### src/brw_params.svh
`ifndef BRW_PARAMS_SVH
`define BRW_PARAMS_SVH

// Boot-select pin states, two bits each
`define BRW_PIN_LOW          2'h0
`define BRW_PIN_HIGH         2'h1
`define BRW_PIN_FLOAT        2'h2
// Patterns, pin 2 in the top two bits
`define BRW_PAT_USB          6'h25
`define BRW_PAT_I2C_ONLY     6'h1a
`define BRW_PAT_I2C_FB       6'h26
`define BRW_PAT_SPI_FB       6'h09
// Slow clock and timing
`define BRW_SLOW_CLK_HZ      32768
`define BRW_SYS_CLK_HZ       100000000
`define BRW_WD_LIMIT_RESET   16'h8000
`define BRW_SENSOR_DLY_RESET 16'h0020
`define BRW_SENSOR_CLK_DIV   8'h04
`define BRW_SPI_FLASH_16M    3'h4
`define BRW_SPI_FLASH_8M     3'h2
`define BRW_SPI_FLASH_4M     3'h1
`endif

### src/brw_pkg.sv
package brw_pkg;
  typedef enum logic [2:0] {
    BRW_SRC_NONE = 3'b000,
    BRW_SRC_USB  = 3'b001,
    BRW_SRC_I2C  = 3'b010,
    BRW_SRC_SPI  = 3'b011
  } brw_src_t;

  typedef enum logic [2:0] {
    BRW_ST_RESET  = 3'b000,
    BRW_ST_LOAD   = 3'b001,
    BRW_ST_RUN    = 3'b010,
    BRW_ST_HALT   = 3'b011,
    BRW_ST_USBWT  = 3'b100
  } brw_state_t;

  typedef struct packed {
    logic [2:0] drive;
    logic [2:0] level;
  } brw_mode_pins_t;

  typedef struct packed {
    logic        load_done;
    logic        load_fail;
  } brw_load_stat_t;

  typedef struct packed {
    logic        enable;
    logic        kick;
    logic [15:0] limit;
    logic        irq_en;
    logic        wake_en;
    logic        reset_en;
  } brw_wd_ctrl_t;
endpackage

### src/brw_boot_ctrl.sv
`timescale 1ns/1ps
`include "brw_params.svh"
module brw_boot_ctrl
  import brw_pkg::*;
(
  input  wire logic                   i_sys_clk,
  input  wire logic                   i_rst,
  input  wire logic                   i_hard_reset_n,
  input  wire brw_pkg::brw_mode_pins_t i_boot_select_pins,
  input  wire logic                   i_receiver_reset,
  input  wire logic                   i_soft_cpu_reset,
  input  wire logic                   i_soft_device_reset,
  input  wire brw_pkg::brw_load_stat_t i_load_stat,
  input  wire logic                   i_usb_load_done,
  input  wire logic                   i_spi_flash_ok,
  input  wire logic                   i_watchdog_slow_clock_in,
  input  wire logic                   i_use_ext_slow_clk,
  input  wire brw_pkg::brw_wd_ctrl_t  i_wd_ctrl,
  input  wire logic                   i_sensor_reset_force,
  input  wire logic [15:0]            i_sensor_release_dly,
  input  wire logic                   i_sensor_shutdown,
  input  wire logic                   i_sensor_clk_en,
  output logic [2:0]                  o_boot_src,
  output logic                        o_load_start,
  output logic                        o_cpu_run,
  output logic                        o_pc_clear,
  output logic                        o_fw_invalid,
  output logic                        o_io_hiz,
  output logic                        o_receiver_core_reset,
  output logic                        o_wd_irq,
  output logic                        o_wd_wake,
  output logic                        o_sensor_reset_out_n,
  output logic                        o_sensor_shutdown_out,
  output logic                        o_sensor_clk
);
  import brw_pkg::*;

  brw_state_t state;
  brw_src_t   src;
  logic       fallback;
  logic       full_rst;
  logic       rst_seen;
  logic       hard_q;
  logic       slow_ext_q;
  logic       slow_ext_qq;
  logic       slow_ext_prev;
  logic [11:0] slow_div;
  logic       slow_tick;
  logic       wd_irq;
  logic       wd_wake;
  logic       wd_cpu_rst;
  logic [15:0] sensor_cnt;
  logic [7:0] mclk_div;

  localparam logic [11:0] SLOW_DIV =
    12'(`BRW_SYS_CLK_HZ / `BRW_SLOW_CLK_HZ - 1);

  // Floating pin reads as undriven; three levels per pin
  function automatic logic [1:0] pin_state(input logic drv, input logic lvl);
    pin_state = !drv ? `BRW_PIN_FLOAT : (lvl ? `BRW_PIN_HIGH : `BRW_PIN_LOW);
  endfunction

  // ----------------------------------------------------------------
  // Full reset: hard pin or whole-device soft reset
  // ----------------------------------------------------------------
  assign full_rst = !i_hard_reset_n || i_soft_device_reset;

  always_ff @(posedge i_sys_clk or posedge i_rst)
  begin
    if (i_rst)
    begin
      hard_q   <= 1'b1;
      o_io_hiz <= 1'b1;
    end
    else
    begin
      hard_q   <= full_rst;
      o_io_hiz <= full_rst;
    end
  end

  // ----------------------------------------------------------------
  // Boot source decode, caught on release
  // ----------------------------------------------------------------
  logic [5:0] pat;
  genvar g;
  generate
    for (g = 0; g < 3; g++)
    begin : g_pin
      assign pat[2*g +: 2] = pin_state(i_boot_select_pins.drive[g], i_boot_select_pins.level[g]);
    end
  endgenerate

  always_ff @(posedge i_sys_clk or posedge i_rst)
  begin
    if (i_rst)
    begin
      src      <= BRW_SRC_NONE;
      fallback <= 1'b0;
      rst_seen <= 1'b0;
    end
    else if (full_rst)
      rst_seen <= 1'b1;
    else if (rst_seen || state == BRW_ST_RESET)
    begin
      rst_seen <= 1'b0;
      // Sampled on release and on every clock in BRW_ST_RESET; later pin changes are ignored
      case (pat)
        `BRW_PAT_USB:      begin src <= BRW_SRC_USB; fallback <= 1'b0; end
        `BRW_PAT_I2C_ONLY: begin src <= BRW_SRC_I2C; fallback <= 1'b0; end
        `BRW_PAT_I2C_FB:   begin src <= BRW_SRC_I2C; fallback <= 1'b1; end
        `BRW_PAT_SPI_FB:   begin src <= BRW_SRC_SPI; fallback <= 1'b1; end
        default:           begin src <= BRW_SRC_NONE; fallback <= 1'b0; end
      endcase
    end
  end

  // ----------------------------------------------------------------
  // Boot sequencer
  // ----------------------------------------------------------------
  always_ff @(posedge i_sys_clk or posedge i_rst)
  begin
    if (i_rst)
    begin
      state        <= BRW_ST_RESET;
      o_boot_src   <= BRW_SRC_NONE;
      o_load_start <= 1'b0;
      o_cpu_run    <= 1'b0;
      o_fw_invalid <= 1'b1;
    end
    else if (full_rst)
    begin
      state        <= BRW_ST_RESET;
      o_boot_src   <= BRW_SRC_NONE;
      o_load_start <= 1'b0;
      o_cpu_run    <= 1'b0;
      o_fw_invalid <= 1'b1;
    end
    else
    begin
      o_load_start <= 1'b0;
      case (state)
        BRW_ST_RESET:
        begin
          if (!hard_q)
          begin
            // Unknown pattern: USB is the safe default
            o_boot_src   <= (src == BRW_SRC_NONE) ? BRW_SRC_USB : src;
            o_load_start <= 1'b1;
            state        <= (src == BRW_SRC_USB || src == BRW_SRC_NONE) ? BRW_ST_USBWT : BRW_ST_LOAD;
          end
        end
        BRW_ST_LOAD:
        begin
          // SPI boot needs a supported flash size
          if (i_load_stat.load_done && (src != BRW_SRC_SPI || i_spi_flash_ok))
          begin
            state        <= BRW_ST_RUN;
            o_cpu_run    <= 1'b1;
            o_fw_invalid <= 1'b0;
          end
          else if (i_load_stat.load_fail || i_load_stat.load_done)
          begin
            if (fallback)
            begin
              o_boot_src   <= BRW_SRC_USB;
              o_load_start <= 1'b1;
              state        <= BRW_ST_USBWT;
            end
            else
              state <= BRW_ST_HALT;
          end
        end
        BRW_ST_USBWT:
        begin
          if (i_usb_load_done)
          begin
            state        <= BRW_ST_RUN;
            o_cpu_run    <= 1'b1;
            o_fw_invalid <= 1'b0;
          end
        end
        BRW_ST_RUN:
          o_cpu_run <= 1'b1;
        BRW_ST_HALT:
          o_cpu_run <= 1'b0;
        default:
          state <= BRW_ST_RESET;
      endcase
    end
  end

  // ----------------------------------------------------------------
  // CPU-only reset keeps firmware
  // ----------------------------------------------------------------
  always_ff @(posedge i_sys_clk or posedge i_rst)
  begin
    if (i_rst)
      o_pc_clear <= 1'b1;
    else
      o_pc_clear <= full_rst || i_soft_cpu_reset || wd_cpu_rst;
  end

  always_ff @(posedge i_sys_clk or posedge i_rst)
  begin
    if (i_rst)
      o_receiver_core_reset <= 1'b1;
    else
      o_receiver_core_reset <= i_receiver_reset;
  end

  // ----------------------------------------------------------------
  // Slow clock: external pin or internal divider
  // ----------------------------------------------------------------
  always_ff @(posedge i_sys_clk or posedge i_rst)
  begin
    if (i_rst)
    begin
      slow_ext_q    <= 1'b0;
      slow_ext_qq   <= 1'b0;
      slow_ext_prev <= 1'b0;
      slow_div      <= 12'h000;
    end
    else
    begin
      slow_ext_q    <= i_watchdog_slow_clock_in;
      slow_ext_qq   <= slow_ext_q;
      slow_ext_prev <= slow_ext_qq;
      slow_div      <= (slow_div == SLOW_DIV) ? 12'h000 : slow_div + 12'h001;
    end
  end

  assign slow_tick = i_use_ext_slow_clk ? (slow_ext_qq && !slow_ext_prev) : (slow_div == SLOW_DIV);

  brw_watchdog u_wd
  (
    .i_sys_clk   (i_sys_clk),
    .i_rst       (i_rst),
    .i_slow_tick (slow_tick),
    .i_ctrl      (i_wd_ctrl),
    .o_irq       (wd_irq),
    .o_wake      (wd_wake),
    .o_cpu_reset (wd_cpu_rst)
  );

  always_ff @(posedge i_sys_clk or posedge i_rst)
  begin
    if (i_rst)
    begin
      o_wd_irq  <= 1'b0;
      o_wd_wake <= 1'b0;
    end
    else
    begin
      o_wd_irq  <= wd_irq;
      o_wd_wake <= wd_wake;
    end
  end

  // ----------------------------------------------------------------
  // Sensor control outputs
  // ----------------------------------------------------------------
  always_ff @(posedge i_sys_clk or posedge i_rst)
  begin
    if (i_rst)
    begin
      sensor_cnt           <= 16'h0000;
      o_sensor_reset_out_n <= 1'b0;
    end
    else if (full_rst)
    begin
      sensor_cnt           <= 16'h0000;
      o_sensor_reset_out_n <= 1'b0;
    end
    else
    begin
      // Delay counted in slow ticks, so firmware sets it in ~30 us steps
      if (slow_tick && sensor_cnt != i_sensor_release_dly)
        sensor_cnt <= sensor_cnt + 16'h0001;
      o_sensor_reset_out_n <= !i_sensor_reset_force
                              && sensor_cnt == i_sensor_release_dly;
    end
  end

  always_ff @(posedge i_sys_clk or posedge i_rst)
  begin
    if (i_rst)
      o_sensor_shutdown_out <= 1'b0;
    else
      o_sensor_shutdown_out <= i_sensor_shutdown;
  end

  always_ff @(posedge i_sys_clk or posedge i_rst)
  begin
    if (i_rst)
    begin
      mclk_div     <= 8'h00;
      o_sensor_clk <= 1'b0;
    end
    else if (!i_sensor_clk_en)
    begin
      mclk_div     <= 8'h00;
      o_sensor_clk <= 1'b0;
    end
    else if (mclk_div == `BRW_SENSOR_CLK_DIV - 8'h01)
    begin
      // Test clock only; jitter is not production grade
      mclk_div     <= 8'h00;
      o_sensor_clk <= !o_sensor_clk;
    end
    else
      mclk_div <= mclk_div + 8'h01;
  end
endmodule

### src/brw_watchdog.sv
`timescale 1ns/1ps
`include "brw_params.svh"
module brw_watchdog
  import brw_pkg::*;
(
  input  wire logic          i_sys_clk,
  input  wire logic          i_rst,
  input  wire logic          i_slow_tick,
  input  wire brw_pkg::brw_wd_ctrl_t i_ctrl,
  output logic               o_irq,
  output logic               o_wake,
  output logic               o_cpu_reset
);
  logic [15:0] count;

  // ----------------------------------------------------------------
  // Counter on slow ticks
  // ----------------------------------------------------------------
  always_ff @(posedge i_sys_clk or posedge i_rst)
  begin
    if (i_rst)
      count <= 16'h0000;
    else if (!i_ctrl.enable || i_ctrl.kick)
      count <= 16'h0000;
    else if (i_slow_tick && count != i_ctrl.limit)
      count <= count + 16'h0001;
  end

  // ----------------------------------------------------------------
  // Expiry actions, one pulse each
  // ----------------------------------------------------------------
  always_ff @(posedge i_sys_clk or posedge i_rst)
  begin
    if (i_rst)
    begin
      o_irq       <= 1'b0;
      o_wake      <= 1'b0;
      o_cpu_reset <= 1'b0;
    end
    else
    begin
      // Fires on the tick seen with the count one below the limit, even if a kick clears the count in that cycle
      o_irq       <= i_ctrl.enable && i_ctrl.irq_en && i_slow_tick
                     && count == i_ctrl.limit - 16'h0001;
      o_wake      <= i_ctrl.enable && i_ctrl.wake_en && i_slow_tick
                     && count == i_ctrl.limit - 16'h0001;
      o_cpu_reset <= i_ctrl.enable && i_ctrl.reset_en && i_slow_tick
                     && count == i_ctrl.limit - 16'h0001;
    end
  end
endmodule

### config.mk
export PLATFORM = sky130hd
export DESIGN_NAME = brw_boot_ctrl
export DESIGN_NICKNAME = d
export VERILOG_FILES = /design/src/brw_pkg.sv /design/src/brw_boot_ctrl.sv /design/src/brw_watchdog.sv
export VERILOG_INCLUDE_DIRS = /design/src
export SDC_FILE = /design/constraint.sdc
export NUM_CORES = 1
export LEC_CHECK = 0
export ABC_AREA = 1
export BUFFER_PORTS_ARGS = -buffer_cell sky130_fd_sc_hd__buf_2
export CAP_MARGIN = 25
export CORE_MARGIN = 4
export CORE_UTILIZATION = 55
export CTS_CLUSTER_DIAMETER = 50
export DETAILED_ROUTE_END_ITERATION = 10
export PLACE_DENSITY = 0.83
export SLEW_MARGIN = 20
export SYNTH_ARGS = -nofsm -noshare
export SYNTH_HDL_FRONTEND = slang
export SYNTH_SLANG_ARGS = --single-unit
### constraint.sdc
create_clock -name i_sys_clk -period 4.5 [get_ports i_sys_clk]
set_input_delay 0.675 -clock i_sys_clk [delete_from_list [all_inputs] [get_ports i_sys_clk]]
set_output_delay 0.675 -clock i_sys_clk [all_outputs]
set_load 0.03 [all_outputs]
==> metrics <==
main combinational cell family by area after synthesis=simple AND/OR/NAND/NOR gates; Synth Area in Adders=0.0148; complex-gate fraction of the synthesized area=0.0516; CP top delay family=simple AND/OR/NAND/NOR gates; Placer Congestion=0.903; Avg Vias per Cell=5.46; Antenna diodes=0; initial antenna violation count=0; die area=10900 sq um; synth top area cells=dfrtp_1 36%, nand2_1 13%, nand3_1 6.6%; WP data required=4770 ps; power density cells=262 nW/um^2; Area Overhead vs Synth=11.9%; worst vdd ir=0.148 mV; RSZ-0062 raised after global routing=false; Synth Area in XOR/XNOR=0.0979; critical path data arrival time=2410 ps; GRT Total Usage=0.224; Slowest cell on crit path=dfrtp_1; clock tree sinks=78; TritonCTS clock tree=built; Switching Share=0.267; ys async rst share=1.00; most common cell after layout, fill and taps aside=nand2_1; remaining global-route overflow=0; H-tree depth=3; worst slack at placement=2140 ps; slowest stage delay, CP=470 ps; Die Height=104 um; # port buffers=70; drt total wl=11.9 mm; Layout Skew=6.37 ps; Final Cycle Share=0.476; Max Slew Vio Count=0; Nets=828; Internal Pwr Total=0.00109 W; buffer and inverter count on the worst path=0; Post-synth EDFFs=0; Synthesized Nets=761; post-CTS setup buffers=0; leading area contributor after synthesis=dfrtp_1; DRC Markers=0; post-synth top area share=0.364; clk_lat worst skew=340 ps; worst hold path type=reg -> reg; post-synthesis mux area share=0; CP Capture Type=flop; Vias=4790; Synth Area in Simple Gates=0.361; Fin. Hold Viols=0; Max clock buf depth=2; Net Switching=0.000398 W; Inst Count DP=861; post-DP HPWL=9.21 mm; Reg clk slew, reported paths=80 ps; fillers=760; sequential share of power=0.489; layout cells sized above 1=0.155; outcome=completed; Ports=72; #FFs+latches synth=78; core footprint=8850 sq um; CP Cell Sequence=xor2_1 > nor3_1 > nand3_2 > nand2_2 > nand2_1 > a21oi_1; Setup Crit Path Kind=reg -> reg; Final min period=2140 ps; Mapped Cells=697; Yosys cell types=42; type of origin of the critical path=flop; number of gates resized after cts=0; clock share of power=0.387; # hold bufs at CTS=0; setup ws final=2360 ps; root buffer cell=clkbuf_8; setup TNS=0 ps; Setup-failing EPs final=0; top_reg_cell synth=dfrtp_1; crit path max fanout=18; CTS buffer count=9; Max Cap Viol=0; combinational cell fraction of total power=0.124; pin count of the biggest net entering global routing=48; Worst slew margin=0.469; number of global-route vias before repair=4569; die width=104 um; drt pass-1 iters=5; Synth Area per Inst=7.30 sq um; row cnt=34; Syn. warnings=0; max frequency=467 MHz; sequential area share after synthesis=0.385; Initial Util=0.575; Worst Max-Slew Pin Slew=795 ps; synthesized area=5090 sq um; Final ANT Viol Nets=0; first-pass GRT wire length=20.4 mm; Iter 0 DRT Violations=321; Tot Pwr=0.00149 W; most frequent cells in the layout=171 x nand2_1, 88 x nor2_1, 77 x inv_1, 74 x dfrtp_1, 70 x buf_2; P_leak=2.85 nW; post-route insts no fill=877; Routed wire per std cell=13.5 um
[power groups by stage]
stage | clock, W | sequential (W) | combinational (W)
final | 0.000577 | 0.000730 | 0.000185
after global routing | 0.000621 | 0.000733 | 0.000208
after CTS | 0.000591 | 0.000730 | 0.000185
after detailed placement | 0 | 0.000744 | 0.000184
after global placement | 0 | 0.000743 | 0.000179
after floorplan | 0 | 0.000754 | 0.000111
[final cells by class]
cell class / count / area, sq um / area share
Sequential cell: 78 / 1960 / 0.344
Multi-Input combinational cell: 514 / 2680 / 0.470
Timing Repair Buffer: 73 / 373 / 0.0655
Clock inverter: 7 / 96.3 / 0.0169
Clock buffer: 9 / 124 / 0.0218
Inverter: 88 / 332 / 0.0583
Tap cell: 108 / 135 / 0.0237
[stage by stage]
stage | utilization | hold slack [ps] | instance area, sq um
2_1_floorplan | - | 331 | 5090
3_3_place_gp | 0.618 | 336 | 5470
3_5_place_dp | 0.618 | 349 | 5470
4_1_cts | 0.643 | 367 | 5690
5_1_grt | 0.643 | 380 | 5690
6_report | 0.643 | 366 | 5690
[worst paths after layout]
path | slack (ps) | cells past startpoint | to | from
min | 370 | 0 | o_wd_wake | u_wd.o_wake
min reg2reg | 370 | 0 | o_wd_wake | u_wd.o_wake
max | 2360 | 6 | sensor_cnt[1] | sensor_cnt[0]
max reg2reg | 2360 | 6 | sensor_cnt[1] | sensor_cnt[0]
min in group asynchronous | 450 | 2 | slow_div[4] | i_rst
max in group asynchronous | 3120 | 3 | hard_q | i_rst
[cells by family after synthesis]
| family | Yosys count |
|---|---|
| AO/OA/AOI/OAI | 47 |
| XOR/XNOR | 56 |
| adder cells (fa/ha/maj) | 6 |
| buffers and inverters | 105 |
| flip-flops | 78 |
| other | 1 |
| AND/OR/NAND/NOR | 404 |
[synth_stat cells (6+ instances only)]
| cell | number |
|---|---|
| a21oi_1 | 12 |
| buf_2 | 7 |
| dfrtp_1 | 74 |
| ha_1 | 6 |
| inv_1 | 78 |
| inv_2 | 10 |
| nand2_1 | 171 |
| nand3_1 | 67 |
| nand4_1 | 27 |
| nor2_1 | 88 |
| nor3_1 | 26 |
| o21ai_0 | 13 |
| o21ai_1 | 10 |
| xnor2_1 | 17 |
| xor2_1 | 38 |
[worst register-to-register path, cell delays in order (launching register included)]
cell and delay (ps):
dfrtp_1 470, xor2_1 190, nor3_1 370, nand3_2 410, nand2_2 410, nand2_1 90, a21oi_1 130
[registers in the layout (all words and copies together) (netlist names), 2 cells and up]
signal	flops
state	3
slow_div	12
mclk_div	8
src	2
o_boot_src	2
sensor_cnt	16
u_wd.count	16
[metal layers]
layer | wire [um] | vias to the layer above | share of wire | GRT usage
met4 | 212 | 0 | 0.018 | 0.0731
met1 | 5030 | 2258 | 0.42 | 0.283
met3 | 715 | 21 | 0.060 | 0.0453
met2 | 5920 | 147 | 0.50 | 0.383
met5 | 0 | - | 0 | 0
li1 | - | 2364 | - | -
(Power assumes the default switching activity.)
